$ cat config.mk
export PLATFORM = sky130hd
export DESIGN_NAME = dhi_host_interface
export DESIGN_NICKNAME = d
export VERILOG_FILES = /design/src/dhi_pkg.sv /design/src/dhi_host_interface.sv /design/src/dhi_sync.sv
export SDC_FILE = /design/constraint.sdc
export NUM_CORES = 1
export LEC_CHECK = 0
export BUFFER_PORTS_ARGS = -buffer_cell sky130_fd_sc_hd__buf_2
export CAP_MARGIN = 20
export CELL_PAD_IN_SITES_DETAIL_PLACEMENT = 1
export CELL_PAD_IN_SITES_GLOBAL_PLACEMENT = 2
export CORE_ASPECT_RATIO = 0.75
export CORE_MARGIN = 3
export CORE_UTILIZATION = 34
export CTS_BUF_LIST = sky130_fd_sc_hd__clkbuf_8
export DETAILED_ROUTE_END_ITERATION = 8
export PLACE_DENSITY = 0.84
export SETUP_SLACK_MARGIN = 0.2
export SYNTH_ARGS = -nofsm -noshare
export SYNTH_HDL_FRONTEND = slang
export SYNTH_SLANG_ARGS = --single-unit
$ cat constraint.sdc
create_clock -name clk -period 2 [get_ports clk]
set_clock_uncertainty 0.1 [all_clocks]
set_input_delay 0 -clock clk [delete_from_list [all_inputs] [get_ports clk]]
set_output_delay 0 -clock clk [all_outputs]
set_load 0.02 [all_outputs]
$ cat src/dhi_pkg.sv
package dhi_pkg;
    localparam int DATA_W      = 14;
    localparam int ADDR_W      = 6;
    localparam int REGSEL_W    = 2;
    localparam int NUM_CH      = 40;
    localparam int MON_CH_W    = 6;
    localparam int LAST_CH     = 39;
    localparam int MON_MAX_CH  = 38;
    localparam int FRAME_BITS  = 24;
    localparam int CNT_W       = 5;
    localparam int I2C_BASE_W  = 5;
    // arbitrary neutral upper address bits
    localparam logic [I2C_BASE_W-1:0] I2C_ADDR_BASE = 5'h15;

    localparam logic [REGSEL_W-1:0] REG_SPECIAL = 2'h0;
    localparam logic [REGSEL_W-1:0] REG_GAIN    = 2'h1;
    localparam logic [REGSEL_W-1:0] REG_OFFSET  = 2'h2;
    localparam logic [REGSEL_W-1:0] REG_DATA    = 2'h3;

    localparam logic [DATA_W-1:0]   DATA_RESET  = 14'h0000;

    typedef enum logic [1:0] {
        DHI_MODE_PAR,
        DHI_MODE_SPI,
        DHI_MODE_I2C
    } dhi_mode_type;

    typedef enum logic [1:0] {
        DHI_TGT_SPECIAL,
        DHI_TGT_GAIN,
        DHI_TGT_OFFSET,
        DHI_TGT_DATA
    } dhi_target_type;
endpackage : dhi_pkg

$ cat src/dhi_host_interface.sv
`timescale 1ns/1ps
//
// Contract
// monitor off: shared pin carries channel 39 output
// monitor on: selected channel 0..38 routed to shared pin
// interface select high: serial; protocol pin picks SPI or I2C
// interface select low: parallel bus interface
// parallel chip select is level sensitive, active low
// frame sync low starts counter; register updated after full bit count
// I2C address uses both hardware address pins
// parallel write on strobe rising edge with chip select low
// daisy-chain enable high in serial mode gives daisy-chain SPI
// parallel data bit 13 is MSB, bit 0 LSB
// six address lines select one of 40 channels
// register select picks data, offset, gain or special register
// readback shifts out on serial clock rise
// toggle mode bank pin picks A or B; normal mode uses A
// mode pins static; parallel strobes ignored in serial mode
module dhi_host_interface
    import dhi_pkg::*;
(
    input  wire logic                           clk,
    input  wire logic                           sys_rst,
    input  wire logic                           interface_select,
    input  wire logic                           protocol_select,
    input  wire logic                           chip_select_n,
    input  wire logic                           write_strobe_n,
    input  wire logic [dhi_pkg::DATA_W-1:0]     parallel_data_bus,
    input  wire logic [dhi_pkg::ADDR_W-1:0]     channel_address_bus,
    input  wire logic [dhi_pkg::REGSEL_W-1:0]   register_select,
    input  wire logic                           bank_select,
    input  wire logic                           toggle_mode,
    input  wire logic                           serial_clock,
    input  wire logic                           serial_data_in,
    input  wire logic                           i2c_addr_pin_lo,
    input  wire logic                           i2c_addr_pin_hi,
    input  wire logic                           monitor_enable,
    input  wire logic [dhi_pkg::MON_CH_W-1:0]   monitor_channel,
    input  wire logic [dhi_pkg::DATA_W-1:0]     readback_word,
    output dhi_pkg::dhi_mode_type               mode,
    output logic                                daisy_chain_active,
    output logic [6:0]                          i2c_address,
    output logic                                write_valid,
    output dhi_pkg::dhi_target_type             write_target,
    output logic [dhi_pkg::ADDR_W-1:0]          write_channel,
    output logic [dhi_pkg::DATA_W-1:0]          write_data,
    output logic                                write_bank_b,
    output logic                                serial_word_valid,
    output logic [dhi_pkg::FRAME_BITS-1:0]      serial_word,
    output logic                                serial_data_out,
    output logic                                serial_data_out_oe,
    output logic [dhi_pkg::MON_CH_W-1:0]        last_channel_output,
    output logic                                monitor_output
);
    localparam int SYNC_W = 9;
    localparam int SYNC_STAGES = 2;

    logic [SYNC_W-1:0] rawPins;
    logic [SYNC_W-1:0] syncPins;
    logic              sSel;
    logic              sProt;
    logic              sCsN;
    logic              sWrN;
    logic              sSclk;
    logic              sSdi;
    logic              sAdLo;
    logic              sAdHi;
    logic              sDcen;
    logic              wrPrev;
    logic              sclkPrev;
    logic              modeLatched;
    logic              framing;
    logic [CNT_W-1:0]  bitCount;
    logic [FRAME_BITS-1:0] shiftIn;
    logic [DATA_W-1:0] shiftOut;
    logic [DATA_W-1:0] parData;
    logic [ADDR_W-1:0] parAddr;
    logic [REGSEL_W-1:0] parReg;
    logic              parBank;
    logic              wrRise;
    logic              sclkRise;
    logic              sclkFall;
    logic              next_valid;
    logic [1:0]        settle;

    // the shared strobe pin doubles as daisy-chain enable in serial mode
    assign rawPins = {interface_select, protocol_select, chip_select_n, write_strobe_n,
                      serial_clock, serial_data_in, i2c_addr_pin_lo, i2c_addr_pin_hi, write_strobe_n};

    dhi_sync #(.W(SYNC_W)) u_sync (
        .clk     (clk),
        .sys_rst (sys_rst),
        .din     (rawPins),
        .dout    (syncPins)
    );

    assign {sSel, sProt, sCsN, sWrN, sSclk, sSdi, sAdLo, sAdHi, sDcen} = syncPins;

    // bus lines are sampled two cycles late, matching the synchronised strobe
    logic [DATA_W-1:0]   dataQ1;
    logic [ADDR_W-1:0]   addrQ1;
    logic [REGSEL_W-1:0] regQ1;
    logic                bankQ1;
    always_ff @(posedge clk) begin
        if (sys_rst) begin
            dataQ1  <= DATA_RESET;
            addrQ1  <= '0;
            regQ1   <= '0;
            bankQ1  <= 1'b0;
            parData <= DATA_RESET;
            parAddr <= '0;
            parReg  <= '0;
            parBank <= 1'b0;
        end else begin
            dataQ1  <= parallel_data_bus;
            addrQ1  <= channel_address_bus;
            regQ1   <= register_select;
            bankQ1  <= bank_select;
            parData <= dataQ1;
            parAddr <= addrQ1;
            parReg  <= regQ1;
            parBank <= bankQ1;
        end
    end

    // the synchroniser shows its reset zeros first; straps must wait for real pin levels
    always_ff @(posedge clk) begin
        if (sys_rst) begin
            settle <= '0;
        end else if (settle != 2'(SYNC_STAGES)) begin
            settle <= settle + 2'h1;
        end
    end

    // mode pins are straps: caught once after reset and held
    always_ff @(posedge clk) begin
        if (sys_rst) begin
            modeLatched <= 1'b0;
            mode        <= DHI_MODE_PAR;
        end else if (!modeLatched && settle == 2'(SYNC_STAGES)) begin
            modeLatched <= 1'b1;
            if (!sSel)
                mode <= DHI_MODE_PAR;
            else if (sProt)
                mode <= DHI_MODE_I2C;
            else
                mode <= DHI_MODE_SPI;
        end
    end

    always_ff @(posedge clk) begin
        if (sys_rst) begin
            daisy_chain_active <= 1'b0;
            i2c_address        <= '0;
        end else begin
            daisy_chain_active <= (mode == DHI_MODE_SPI) && sDcen;
            i2c_address        <= {I2C_ADDR_BASE, sAdHi, sAdLo};
        end
    end

    always_ff @(posedge clk) begin
        if (sys_rst) begin
            wrPrev   <= 1'b1;
            sclkPrev <= 1'b0;
        end else begin
            wrPrev   <= sWrN;
            sclkPrev <= sSclk;
        end
    end

    assign wrRise   = sWrN && !wrPrev;
    assign sclkRise = sSclk && !sclkPrev;
    assign sclkFall = !sSclk && sclkPrev;
    // strobes in serial mode never reach the decode
    assign next_valid = wrRise && !sCsN && modeLatched && (mode == DHI_MODE_PAR); // see see

    always_ff @(posedge clk) begin
        if (sys_rst) begin
            write_valid   <= 1'b0;
            write_target  <= DHI_TGT_DATA;
            write_channel <= '0;
            write_data    <= DATA_RESET;
            write_bank_b  <= 1'b0;
        end else begin
            write_valid <= next_valid && (parAddr < ADDR_W'(NUM_CH));
            if (next_valid) begin
                write_channel <= parAddr;
                write_data    <= parData;
                write_bank_b  <= toggle_mode && parBank;
                unique case (parReg)
                    REG_DATA:   write_target <= DHI_TGT_DATA;
                    REG_OFFSET: write_target <= DHI_TGT_OFFSET;
                    REG_GAIN:   write_target <= DHI_TGT_GAIN;
                    REG_SPECIAL: write_target <= DHI_TGT_SPECIAL;
                endcase
            end
        end
    end

    // frame counter; an early frame-sync release drops the partial word
    always_ff @(posedge clk) begin
        if (sys_rst) begin
            framing           <= 1'b0;
            bitCount          <= '0;
            shiftIn           <= '0;
            serial_word_valid <= 1'b0;
            serial_word       <= '0;
        end else begin
            serial_word_valid <= 1'b0;
            if (mode != DHI_MODE_SPI || sCsN) begin
                framing  <= 1'b0;
                bitCount <= '0;
            end else begin
                framing <= 1'b1;
                if (framing && sclkFall) begin
                    shiftIn <= {shiftIn[FRAME_BITS-2:0], sSdi};
                    if (bitCount == CNT_W'(FRAME_BITS - 1)) begin
                        bitCount          <= '0;
                        serial_word_valid <= 1'b1;
                        serial_word       <= {shiftIn[FRAME_BITS-2:0], sSdi};
                    end else begin
                        bitCount <= bitCount + CNT_W'(1);
                    end
                end
            end
        end
    end

    always_ff @(posedge clk) begin
        if (sys_rst) begin
            shiftOut           <= '0;
            serial_data_out    <= 1'b0;
            serial_data_out_oe <= 1'b0;
        end else begin
            serial_data_out_oe <= (mode == DHI_MODE_SPI) && !sCsN;
            if (mode != DHI_MODE_SPI || sCsN) begin
                shiftOut <= readback_word;
            end else if (sclkRise) begin
                serial_data_out <= shiftOut[DATA_W-1];
                shiftOut        <= {shiftOut[DATA_W-2:0], 1'b0};
            end
        end
    end

    // the analog mux is abstracted to a channel index on the shared pin
    always_ff @(posedge clk) begin
        if (sys_rst) begin
            last_channel_output <= MON_CH_W'(LAST_CH);
            monitor_output      <= 1'b0;
        end else if (monitor_enable && monitor_channel <= MON_CH_W'(MON_MAX_CH)) begin
            last_channel_output <= monitor_channel;
            monitor_output      <= 1'b1;
        end else begin
            last_channel_output <= MON_CH_W'(LAST_CH);
            monitor_output      <= 1'b0;
        end
    end
endmodule : dhi_host_interface

$ cat src/dhi_sync.sv
`timescale 1ns/1ps
module dhi_sync #(
    parameter int W = 1
) (
    input  wire logic         clk,
    input  wire logic         sys_rst,
    input  wire logic [W-1:0] din,
    output logic      [W-1:0] dout
);
    logic [W-1:0] stage;

    always_ff @(posedge clk) begin
        if (sys_rst) begin
            stage <= '0;
            dout  <= '0;
        end else begin
            stage <= din;
            dout  <= stage;
        end
    end
endmodule : dhi_sync

Yosys cells after proc, flatten, opt, wreduce, memory -nomap -nowiden:

Index checks and enable logic that the tools add are counted.

* bits in read-only memories: 0
* register bits after elaboration: 180
* memories: 0
* bits in latches: 0
* input port bits: 55
* logic and storage cells: 86
* bits in writable memories: 0

* $mul: 0
* shift operators: 0
* bitwise gates (word level): 3
* muxes and demuxes: 10
* reductions and logical operators: 28
* add/sub/neg operators: 2
* divide/modulo/power cells: 0
* equality and inequality tests: 8
* magnitude comparators: 2

Operator list (number)
* $mux W14: 2
* $logic_and A1 B1 Y1: 13
* $pmux W2 S4: 1
* $mux W7: 1
* $eq A2 B2 Y1 const B: 3
* $le A6 B6 Y1 const B: 1
* $lt A6 B6 Y1 const B: 1
* $add A5 B1 Y5 const B: 1
* $eq A5 B5 Y1 const B: 1
* $logic_not A1 Y1: 5
* $mux W5: 1
* $eq A2 B1 Y1 const B: 2
* $logic_not A2 Y1: 2
* $mux W2: 2
* $reduce_and A2 Y1: 2
* $reduce_or A2 Y1: 2
* $mux W1: 3
* $not A1 Y1: 3
* $reduce_and A3 Y1: 1
* $reduce_or A3 Y1: 1
* $add A2 B1 Y2 const B: 1
* $ne A2 B1 Y1 const B: 1
* $ne A2 B2 Y1 const B: 1
* $reduce_bool A2 Y1: 1
* $logic_or A1 B1 Y1: 1

Depth between registers and ports, before layout:

Gate-level depths: netlist of run 1.

* depth after elaboration: 6
* depth in mapped cells: 5
* mapped depth without buffers: 5

Cells and area by module:

From an unflattened synthesis of run 1, not the netlist that was laid out.

* cell total of the unflattened synthesis: 628
* area, all modules: 6084.6 um^2

Modules (own cells, without submodules)
* dhi_host_interface: sequential area each 3143.0 um^2, area an instance 5595.4 um^2, cells each 591, times used 1
* dhi_sync: sequential area each 360.3 um^2, area an instance 489.2 um^2, cells each 37, times used 1

Worst setup path after synthesis of run 1:

No wires, ideal clock.

* path type: reg2reg
* start point: reg mode[0]
* end point: reg serial_word[10] (netlist bit)
* slack: 0.166 ns
* setup time: 0.072 ns
* arrival time: 1.663 ns
* stages on the path, launching flop included: 6
* cell sequence: dfxtp_1 -> or3b_1 -> buf_2 -> nor3_4 -> buf_6 -> mux2i_1

* word-level cells in the longest chain between the ends: 4

RTL lines
* from (decl): RTL line dhi_host_interface.sv:40 `output dhi_pkg::dhi_mode_type mode,`
* from (signal assigned): RTL line dhi_host_interface.sv:139 `mode <= DHI_MODE_PAR;`
* from (signal assigned): RTL line dhi_host_interface.sv:143 `mode <= DHI_MODE_PAR;`
* from (signal assigned): RTL line dhi_host_interface.sv:145 `mode <= DHI_MODE_I2C;`
* $ne A2 B1 Y1: RTL line dhi_host_interface.sv:210 `if (mode != DHI_MODE_SPI || sCsN) begin`
* $logic_or A1 B1 Y1: RTL line dhi_host_interface.sv:210
* $not A1 Y1 (no line)
* $reduce_and A3 Y1 (no line)
* to (signal assigned): RTL line dhi_host_interface.sv:220 `serial_word <= {shiftIn[FRAME_BITS-2:0], sSdi};`
* to (decl): RTL line dhi_host_interface.sv:49 `output logic [dhi_pkg::FRAME_BITS-1:0] serial_word,`

Every way passes these cells.
A chain may end at the register's enable or synchronous reset.

Final worst setup path of run 1:

* start point: reg mode[1]
* end point: reg serial_word[7] (netlist bit)

The elaborated chain is that of the path after synthesis.

==> results of run 1 <==
==> flip-flops by register name, summed over array words and instances, names as in the netlist, 3 cells and up <==
name / count
addrQ1: 6
bitCount: 5
dataQ1: 14
i2c_address: 3
last_channel_output: 6
parAddr: 6
parData: 14
serial_word: 24
shiftIn: 23
shiftOut: 14
u_sync.dout: 8
u_sync.stage: 8
write_channel: 6
write_data: 14
==> cell usage in the layout, fill, tap and decap left out, drive strengths merged, types with 2 or more instances in the layout <==
cell         netlist  final
a211oi            13     13
a21oi             55     55
and2               2      2
buf               10    137
clkbuf            40     17
clkinv             0      5
conb               1      2
dfxtp            173    173
dlygate4sd3        0     60
ha                 2      2
inv                6     14
mux2i             37     37
nand2             55     55
nand2b             4      4
nand3             52     52
nand3b             2      2
nand4b             2      2
nor2              20     20
nor2b             67     67
nor3               4      4
nor4bb             2      2
o21ai             52     52
or2                4      4
or4b               2      2
==> worst max-delay path by stage <==
stage / depth (start not counted) / endpoint / slack (ns) / from
2_1_floorplan: 4 / write_target[0]$_SDFFE_PP1P_ / 0.20 / mode[1]$_SDFFE_PP0P_
3_3_place_gp: 3 / write_channel[4]$_SDFFE_PP0P_ / 0.20 / modeLatched$_SDFFE_PP0P_
3_5_place_dp: 3 / write_data[9]$_SDFFE_PP0P_ / 0.07 / modeLatched$_SDFFE_PP0P_
4_1_cts: 5 / serial_word[19]$_SDFFE_PP0P_ / 0.20 / mode[1]$_SDFFE_PP0P_
5_1_grt: 6 / serial_word[19]$_SDFFE_PP0P_ / 0.18 / bitCount[0]$_SDFFE_PP0N_
6_report: 5 / serial_word[7]$_SDFFE_PP0P_ / 0.28 / mode[1]$_SDFFE_PP0P_
==> worst max-delay path: stages (launching register included) <==
cell and delay [ns]:
dfxtp_1 0.32, buf_4 0.17, or3b_4 0.44, nor3_4 0.24
buf_12 0.18, mux2i_1 0.20
==> final cells by class <==
class / count / area share, %
inverter: 6 / 0.2860
multi-input combinational: 386 / 29.15
tap: 236 / 3.750
clock inverter: 15 / 2.193
antenna: 1 / 0.03178
sequential: 173 / 44.03
timing repair buffer: 197 / 17.59
clock buffer: 17 / 2.971
==> cell families (layout without fill, tap and decap cells) <==
logic type | count (synthesis) | count (layout)
other cells | 1 | 3
buf+inv | 56 | 235
mux | 37 | 37
compound gates | 121 | 121
xor+xnor | 1 | 1
fa+ha+maj | 2 | 2
flops | 173 | 173
simple gates | 223 | 223
==> metrics by stage <==
step / cells / power [µW] / instance area, µm²
floorplan: 615 / 3986 / 5956
global placement: 937 / 4127 / 6825
detailed placement: 937 / 4166 / 6825
CTS: 1030 / 6739 / 7844
global route: 1031 / 6968 / 7875
finish: 1031 / 6654 / 7875
==> power by group through the flow <==
stage	clock (µW)	combinational, µW	sequential [µW]
3_5_place_dp	0	469	3700
5_1_grt	2720	618	3630
6_report	2480	555	3620
3_3_place_gp	0	440	3690
4_1_cts	2560	560	3620
2_1_floorplan	0	296	3690
==> timing repair <==
action | 4_1_cts | 5_1_grt
gates resized for setup | 1 | 9
pin swaps | 1 | 2
hold buffers | 60 | 0
endpoints found under the hold margin | 63 | 0
setup buffers | 1 | 0
endpoints found under the setup margin | 26 | 43
==> metal layers <==
metal  up-vias  GRT usage (%)
met2       101          26.80
met1      2278          20.34
met5         -              0
li1       2402              -
met4         0          5.467
met3        20          4.863
==> flow_metrics.py, run 1 <==
metrics = {
    "status": {
        "status": "complete, but fails checks",
        "violations": "hold timing",
    },
    "pwr": {
        "combPwrFrac_pct": 8.3,
        "switching_share_pct": 26.70,
        "internal_power_uw": 4878,
        "power_density_nw_per_um2": 844.9,
        "leakagePower_uw": 0.003146,
        "ir_drop_mv": 0.3995,
        "clkPwrFrac_pct": 37.3,
        "p_seq_share_pct": 54.3,
        "p_sw_uw": 1776,
    },
    "clock_network": {
        "clk_pin_slew_ns": 0.10,
        "htree_levels": 4,
        "ctsLongestPathBuffers": 2,
        "cts_buffers": 17,
        "clk_latency_ns": 0.46,
        "cts_sinks": 173,
        "cts-root-buf": "clkbuf_8",
        "cts_tree": "yes",
    },
    "placed_design": {
        "hpwlAfterDp_mm": 9.794,
        "io_buffers": 120,
        "place_ws_ns": 0.07382,
        "gp_congestion": 0.7569,
    },
    "drt": {
        "ant_nets": 0,
        "num_vias": 4801,
        "highest_layer": "met4",
        "drt-met1-wl_mm": 7.152,
        "dr_wl_met3_um": 716,
        "vias_per_cell": 4.657,
        "routed_wl_mm": 15.47,
        "firstDrtPassIters": 4,
        "drt-initial-drc-count": 204,
        "drc": 0,
        "wire_per_inst_um": 15.01,
        "met2_length_mm": 7.362,
    },
    "global_route": {
        "grt.overflow.total": 0,
        "track_usage_pct": 16.19,
        "grt_pass1_vias": 5049,
        "antenna_found_initial": 1,
        "grt_pass1_wl_mm": 25.18,
        "grt_max_degree": 133,
    },
    "final_layout": {
        "register_area_um2": 3467,
        "layout-drive-gt1-share_pct": 23.68,
        "fin_util_pct": 46.38,
        "fill_cells": 1951,
        "multi_input_area_um2": 2296,
        "syn_to_final_growth_pct": 32.34,
        "fin_nets": 838,
    },
    "sta": {
        "fmax_mhz": 580.3,
        "relSlewSlack_pct": 60.46,
        "final.setup.tns_ns": 0,
        "finalCriticalPeriod_ns": 1.723,
        "worst_pin_slew_ns": 0.5931,
        "rsz0062_at_grt": "true",
        "maxSlewViolCount": 0,
        "hold_viol": 6,
        "setup_viol": 0,
        "holdWs_ns": -0.02173,
        "fin_crit_sh_pct": 86.17,
        "fin_ws_ns": 0.2767,
    },
    "critical_path": {
        "reg2reg_depth": 5,
        "crit_path_max_fanout": 13,
        "r2r-end": "serial_word[7]$_SDFFE_PP0P_",
        "reg2reg_slack_ns": 0.28,
        "critPathKind": "register to register",
        "r2r-start": "mode[1]$_SDFFE_PP0P_",
        "endpoint_kind": "register",
        "cp.required_ns": 2.28,
        "cp-start-kind": "register",
        "arrival_ns": 2.00,
    },
    "worst_hold_path": {
        "hp-start": "sys_rst",
        "hold_class": "input port to register",
        "whs_path_depth": 3,
        "min_delay_worst_endpoint": "u_sync.dout[2]$_SDFF_PP0_",
    },
    "logic_synthesis": {
        "synth_mux_area_share_pct": 6.224,
        "synth_top_family_by_area": "simple AND/OR/NAND/NOR gates",
        "synth.area.top_cells": "dfxtp_1, nor2b_1, mux2i_1",
        "synth_top_area_share_pct": 58.20,
        "synth_xor_area_share_pct": 0.1472,
        "syn_area_per_cell_um2": 9.692,
        "synthAdderAreaFrac_pct": 0.4205,
        "synth_cells": 614,
        "synth_edf_count": 0,
        "synth_largest_area_cell": "dfxtp_1",
        "yosysSeqAreaShare_pct": 58.20,
        "netlist_top_cells_count": "dfxtp_1, nor2b_1, a21oi_1, nand2_1",
        "ys.flop_type": "dfxtp_1",
        "synthArstFlopShare_pct": 0,
        "yosys_warnings": 0,
        "synth_compound_area_share_pct": 10.81,
        "yosysMostFrequentCell": "dfxtp_1",
        "synth_cell_types": 37,
        "syn_area_um2": 5951,
        "synthSimpleGateAreaFrac_pct": 20.12,
        "ys_ff_latch": 173,
    },
    "die": {
        "rows": 41,
        "pin_count": 123,
        "die-area_um2": 19140,
        "die_x_um": 158.8,
        "coreArea_um2": 16980,
        "start_util_pct": 35.05,
        "die_h_um": 120.6,
    },
    "job": {
        "maxCapViolations": 0,
    },
}
Power figures use the tool's default switching activity.
==> run 2: changes to the inputs <==
--- a/config.mk
+++ b/config.mk
@@ -5,16 +5,16 @@
 export SDC_FILE = /design/constraint.sdc
 export NUM_CORES = 1
 export LEC_CHECK = 0
-export BUFFER_PORTS_ARGS = -buffer_cell sky130_fd_sc_hd__buf_2
+export BUFFER_PORTS_ARGS = -buffer_cell sky130_fd_sc_hd__buf_4
 export CAP_MARGIN = 20
 export CELL_PAD_IN_SITES_DETAIL_PLACEMENT = 1
 export CELL_PAD_IN_SITES_GLOBAL_PLACEMENT = 2
 export CORE_ASPECT_RATIO = 0.75
 export CORE_MARGIN = 3
-export CORE_UTILIZATION = 34
+export CORE_UTILIZATION = 31
 export CTS_BUF_LIST = sky130_fd_sc_hd__clkbuf_8
 export DETAILED_ROUTE_END_ITERATION = 8
-export PLACE_DENSITY = 0.84
+export PLACE_DENSITY_LB_ADDON = 0.1
 export SETUP_SLACK_MARGIN = 0.2
 export SYNTH_ARGS = -nofsm -noshare
 export SYNTH_HDL_FRONTEND = slang
==> constraint.sdc (replaced) <==
create_clock -name clk -period 1.48 [get_ports clk]
set_clock_uncertainty 0.1 [all_clocks]
set_input_delay 0 -clock clk [delete_from_list [all_inputs] [get_ports clk]]
set_output_delay 0 -clock clk [all_outputs]
set_load 0.02 [all_outputs]
==> flow_metrics.py, run 2 (synthesis results as in run 1) <==
metrics = {
    "global_route": {
        "antenna_found_initial": 0,
        "track_usage_pct": 17.05,
        "grt_pass1_wl_mm": 28.79,
        "grt_max_degree": 81,
        "grt_pass1_vias": 5454,
        "grt.overflow.total": 0,
    },
    "final_layout": {
        "stdcell_count": 1134,
        "fin_nets": 931,
        "syn_to_final_growth_pct": 70.04,
        "final_area_um2": 10120,
        "largest_registers": "serial_word: 24 flops, shiftIn: 23 flops",
        "largest_reg_flops": 24,
        "top_register": "serial_word",
        "fill_cells": 1974,
        "layout_commonest_cell": "dfxtp_1",
        "layout_common_cells": "dfxtp_1, buf_4, dlygate4sd3_1",
        "antenna_cells": 0,
        "layout-drive-gt1-share_pct": 40.25,
    },
    "clock_network": {
        "clk_pin_slew_ns": 0.11,
        "cts_sinks": 173,
        "cts_tree": "yes",
        "ctsLongestPathBuffers": 2,
        "cts-root-buf": "clkbuf_8",
        "htree_levels": 4,
        "cts_buffers": 17,
        "clk_latency_ns": 0.47,
    },
    "worst_hold_path": {
        "min_delay_worst_endpoint": "shiftIn[15]$_SDFFE_PP0P_",
        "hold_class": "input port to register",
        "hp-start": "sys_rst",
        "whs_path_depth": 4,
    },
    "drt": {
        "drc": 0,
        "highest_layer": "met4",
        "drt-initial-drc-count": 231,
        "ant_nets": 0,
        "wire_per_inst_um": 17.84,
        "drt-met1-wl_mm": 9.538,
        "met2_length_mm": 9.628,
        "vias_per_cell": 4.696,
        "routed_wl_mm": 20.23,
        "num_vias": 5325,
        "firstDrtPassIters": 4,
        "dr_wl_met3_um": 884,
    },
    "pwr": {
        "ir_drop_mv": 0.4578,
        "power_density_nw_per_um2": 954.2,
        "leakagePower_uw": 0.003906,
    },
    "sta": {
        "hold_viol": 0,
        "finalCriticalPeriod_ns": 1.641,
        "fin_ws_ns": -0.1608,
        "holdWs_ns": 0.02157,
        "maxSlewViolCount": 0,
        "setup_viol": 80,
        "fin_crit_sh_pct": 110.9,
        "rsz0062_at_grt": "true",
        "fmax_mhz": 609.5,
        "worst_pin_slew_ns": 1.040,
        "relSlewSlack_pct": 30.46,
    },
    "critical_path": {
        "cpPeakStageDelay_ns": 0.45,
        "crit_family": "simple AND/OR/NAND/NOR gates",
        "critPathKind": "register to register",
        "reg2reg_slack_ns": -0.16,
        "r2r-start": "mode[0]$_SDFFE_PP0P_",
        "arrival_ns": 1.88,
        "cp-start-kind": "register",
        "reg2reg_depth": 5,
        "cp_slowest_cell": "or3b_4",
        "critPathBufInv": 2,
        "r2r-end": "shiftIn[19]$_SDFFE_PP0P_",
        "endpoint_kind": "register",
        "cp.required_ns": 1.72,
        "crit_path_max_fanout": 12,
        "cp_cell_sequence": "or3b_4 -> buf_4 -> clkbuf_16 -> o21ai_2 -> a21oi_2",
    },
    "placed_design": {
        "dpl-instance-area_um2": 7358,
        "hpwlAfterDp_mm": 10.06,
        "io_buffers": 120,
        "gp_congestion": 0.7360,
        "dp.cells": 962,
    },
    "die": {
        "rows": 43,
        "start_util_pct": 31.87,
        "die-area_um2": 20910,
        "coreArea_um2": 18670,
        "die_x_um": 166.0,
        "die_h_um": 126.0,
        "pin_count": 123,
    },
    "status": {
        "violations": "setup timing",
        "status": "complete, but fails checks",
    },
    "job": {
        "maxCapViolations": 0,
    },
}
[run 2: cell count changes in the layout (fill, tap and decap cells not counted), moves of 24 or more]
cell | previous run | this run
a21oi_2 | 1 | 25
a21oi_1 | 54 | 29
o21ai_2 | 0 | 27
dlygate4sd3_1 | 60 | 99
o21ai_0 | 52 | 5
buf_4 | 13 | 141
buf_2 | 119 | 0
[run 2: worst min-delay path: cells and delay by family]
| family | cells | cell delay, ns |
|---|---|---|
| AO/OA/AOI/OAI | 1 | 0.04 |
| buffers and inverters | 3 | 0.51 |
[run 2: cell type report]
type	count	area, µm²	area share, %
Sequential cell	173	3481	34.40
Multi-Input combinational cell	388	2964	29.29
Timing Repair Buffer	288	2932	28.97
Tap cell	247	309.0	3.054
Clock buffer	17	234.0	2.312
Clock inverter	15	176.4	1.744
Inverter	6	22.52	0.2226
[run 2: where the power goes]
group          total, µW  internal (µW)  switching (µW)
clock               3420           1420            2000
combinational       1340            718             617
sequential          4900           4810            86.8
[run 2: metal layers]
| metal | up-vias | GRT usage, % |
|---|---|---|
| met2 | 97 | 28.14 |
| met3 | 14 | 5.020 |
| met5 | - | 0 |
| li1 | 2608 | - |
| met1 | 2606 | 21.95 |
| met4 | 0 | 4.694 |
[run 2: worst max-delay path by stage]
stage          depth (start not counted)  slack, ns                      from                            to
2_1_floorplan                          5      -0.16  bitCount[1]$_SDFFE_PP0N_  serial_word[10]$_SDFFE_PP0P_
3_3_place_gp                           4       -0.1      mode[1]$_SDFFE_PP0P_  serial_data_out$_SDFFE_PP0P_
3_5_place_dp                           4      -0.15      mode[0]$_SDFFE_PP0P_  serial_data_out$_SDFFE_PP0P_
4_1_cts                                7       -0.1  bitCount[0]$_SDFFE_PP0N_  serial_word[21]$_SDFFE_PP0P_
5_1_grt                                5      -0.21      mode[0]$_SDFFE_PP0P_      shiftIn[19]$_SDFFE_PP0P_
6_report                               5      -0.16      mode[0]$_SDFFE_PP0P_      shiftIn[19]$_SDFFE_PP0P_
[run 2: repair_timing]
action	CTS	global route
endpoints found under the hold margin	79	22
pin swaps	16	35
endpoints found under the setup margin	94	105
buffers inserted	10	12
gates resized for setup	58	121
gates cloned	8	8
hold buffers	93	10
[run 2: metrics by stage]
stage | util, % | setup WS (ns) | setup TNS (ns) | power (µW)
after floorplan | - | -0.1565 | -3.121 | 5418
after global placement | 39.41 | -0.09990 | -3.784 | 5704
after detailed placement | 39.41 | -0.1524 | -5.996 | 5739
after CTS | 49.02 | -0.09903 | -2.729 | 9522
after global routing | 54.20 | -0.2075 | -10.27 | 10080
final | 54.20 | -0.1608 | -5.807 | 9655
==> run 3: changes to the inputs <==
--- a/config.mk
+++ b/config.mk
@@ -5,15 +5,15 @@
 export SDC_FILE = /design/constraint.sdc
 export NUM_CORES = 1
 export LEC_CHECK = 0
-export BUFFER_PORTS_ARGS = -buffer_cell sky130_fd_sc_hd__buf_4
 export CAP_MARGIN = 20
 export CELL_PAD_IN_SITES_DETAIL_PLACEMENT = 1
 export CELL_PAD_IN_SITES_GLOBAL_PLACEMENT = 2
 export CORE_ASPECT_RATIO = 0.75
 export CORE_MARGIN = 3
-export CORE_UTILIZATION = 31
+export CORE_UTILIZATION = 36
 export CTS_BUF_LIST = sky130_fd_sc_hd__clkbuf_8
 export DETAILED_ROUTE_END_ITERATION = 8
+export DONT_BUFFER_PORTS = 1
 export PLACE_DENSITY_LB_ADDON = 0.1
 export SETUP_SLACK_MARGIN = 0.2
 export SYNTH_ARGS = -nofsm -noshare
==> flow_metrics.py, run 3 (synthesis results as in run 1) <==
metrics = {
    "status": {
        "violations": "hold timing, setup timing",
        "status": "complete, but fails checks",
    },
    "sta": {
        "maxSlewViolCount": 0,
        "fin_crit_sh_pct": 107.8,
        "holdWs_ns": -0.4857,
        "rsz0062_at_grt": "true",
        "hold_viol": 67,
        "fmax_mhz": 626.8,
        "finalCriticalPeriod_ns": 1.596,
        "final.setup.tns_ns": -3.688,
        "setup_viol": 77,
        "fin_ws_ns": -0.1155,
    },
    "placed_design": {
        "hpwlAfterDp_mm": 8.689,
        "dpl-instance-area_um2": 6434,
        "dp.cells": 808,
        "io_buffers": 0,
        "gp_congestion": 0.6929,
    },
    "final_layout": {
        "top_register": "serial_word",
        "antenna_cells": 0,
        "largest_reg_flops": 24,
        "register_area_um2": 3476,
        "fin_nets": 767,
        "fill_cells": 1713,
        "largest_registers": "serial_word: 24 flops, shiftIn: 23 flops",
        "layout-drive-gt1-share_pct": 26.00,
        "syn_to_final_growth_pct": 42.12,
        "multi_input_area_um2": 2804,
        "final_area_um2": 8457,
        "layout_commonest_cell": "dfxtp_1",
        "layout_common_cells": "dfxtp_1, dlygate4sd3_1, nor2b_1",
        "stdcell_count": 933,
    },
    "pwr": {
        "leakagePower_uw": 0.003087,
        "power_density_nw_per_um2": 1119,
        "ir_drop_mv": 0.6574,
    },
    "die": {
        "die-area_um2": 18120,
        "pin_count": 123,
        "rows": 40,
        "die_h_um": 117.3,
        "start_util_pct": 36.93,
        "die_x_um": 154.5,
        "coreArea_um2": 16120,
    },
    "clock_network": {
        "htree_levels": 4,
        "cts_hold_buffers": 74,
        "cts_buffers": 17,
        "cts-root-buf": "clkbuf_8",
        "clk_latency_ns": 0.45,
        "ctsLongestPathBuffers": 2,
        "cts_tree": "yes",
        "clk_pin_slew_ns": 0.10,
        "cts_sinks": 173,
    },
    "critical_path": {
        "crit_path_max_fanout": 5,
        "endpoint_kind": "register",
        "cp.depth": 5,
        "arrival_ns": 1.88,
        "cp-start-kind": "register",
        "critPathBufInv": 2,
        "crit_family": "simple AND/OR/NAND/NOR gates",
        "reg2reg_depth": 5,
        "cp.required_ns": 1.76,
        "cp_cell_sequence": "or3b_4 -> nor3_4 -> buf_4 -> buf_16 -> mux2i_1",
        "cp_slowest_cell": "or3b_4",
        "critPathKind": "register to register",
        "cpPeakStageDelay_ns": 0.44,
    },
    "drt": {
        "ant_nets": 0,
        "wire_per_inst_um": 17.17,
        "drt-initial-drc-count": 160,
        "vias_per_cell": 5.041,
        "firstDrtPassIters": 4,
        "num_vias": 4703,
        "drc": 0,
        "routed_wl_mm": 16.02,
    },
    "global_route": {
        "grt_max_degree": 134,
        "grt_pass1_vias": 4957,
        "grt.overflow.total": 0,
        "track_usage_pct": 17.26,
        "antenna_found_initial": 0,
        "grt_pass1_wl_mm": 25.41,
    },
    "job": {
        "maxCapViolations": 0,
    },
    "worst_hold_path": {
        "hold_class": "input port to register",
        "whs_path_depth": 1,
    },
}
-- run 3: cell count changes in the layout (fill, tap and decap cells not counted), moves of 5 or more --
cell	change
o21ai_1	+14
nor2_2	-5
buf_4	-120
dlygate4sd3_1	-25
o21ai_2	-15
nor2_1	+8
buf_12	-6
buf_6	-10
-- run 3: metal layers --
| metal | part of all wire [%] | wire length (µm) | track usage, % | vias to the layer above |
|---|---|---|---|---|
| met3 | 5.3 | 851 | 6.160 | 19 |
| met4 | 1.3 | 215 | 5.295 | 0 |
| met2 | 46 | 7432 | 27.04 | 95 |
| met5 | 0 | 0 | 0 | - |
| li1 | - | - | - | 2275 |
| met1 | 47 | 7517 | 22.37 | 2314 |
-- run 3: what timing repair did --
action	in CTS	in global routing
endpoints found under the setup margin	94	97
resized for setup	44	82
setup buffers	6	2
gates cloned	6	5
endpoints found under the hold margin	169	67
pin swaps	8	31
-- run 3: cell type report --
class / instances / area share [%]
Inverter: 6 / 0.2663
Tap cell: 210 / 3.107
Clock inverter: 14 / 2.264
Sequential cell: 173 / 41.10
Clock buffer: 18 / 2.929
Timing Repair Buffer: 124 / 17.18
Multi-Input combinational cell: 388 / 33.16
-- run 3: report_power, final --
group	switching [µW]	leakage [µW]	internal, µW
registers	109	0.00142	4810
clock network	1780	0.000228	1900
logic	404	0.00144	464
-- run 3: path summary, 6_finish.rpt --
check                              from                           end  slack, ns
hold / removal                  sys_rst       shiftIn[0]$_SDFFE_PP0P_      -0.49
setup / recovery   mode[0]$_SDFFE_PP0P_  serial_word[16]$_SDFFE_PP0P_      -0.12
hold reg to reg   parData[6]$_SDFF_PP0_    write_data[6]$_SDFFE_PP0P_       0.35
setup reg to reg   mode[0]$_SDFFE_PP0P_  serial_word[16]$_SDFFE_PP0P_      -0.12
-- run 3: worst register-to-register path, stage by stage (launching register included) --
cell and delay [ns]:
dfxtp_4 0.39, or3b_4 0.44, nor3_4 0.14, buf_4 0.16, buf_16 0.12, mux2i_1 0.18
-- run 3: stage by stage --
step | worst slack, ns | utilization (%) | total power [µW] | hold slack (ns)
after floorplan | -0.1565 | - | 5418 | -0.01003
after global placement | -0.1221 | 39.92 | 5506 | -0.01362
after detailed placement | -0.1569 | 39.92 | 5540 | -0.01621
after CTS | -0.07202 | 49.28 | 9432 | -0.5202
after global routing | -0.1856 | 52.48 | 9841 | -0.5209
final | -0.1155 | 52.48 | 9463 | -0.4857
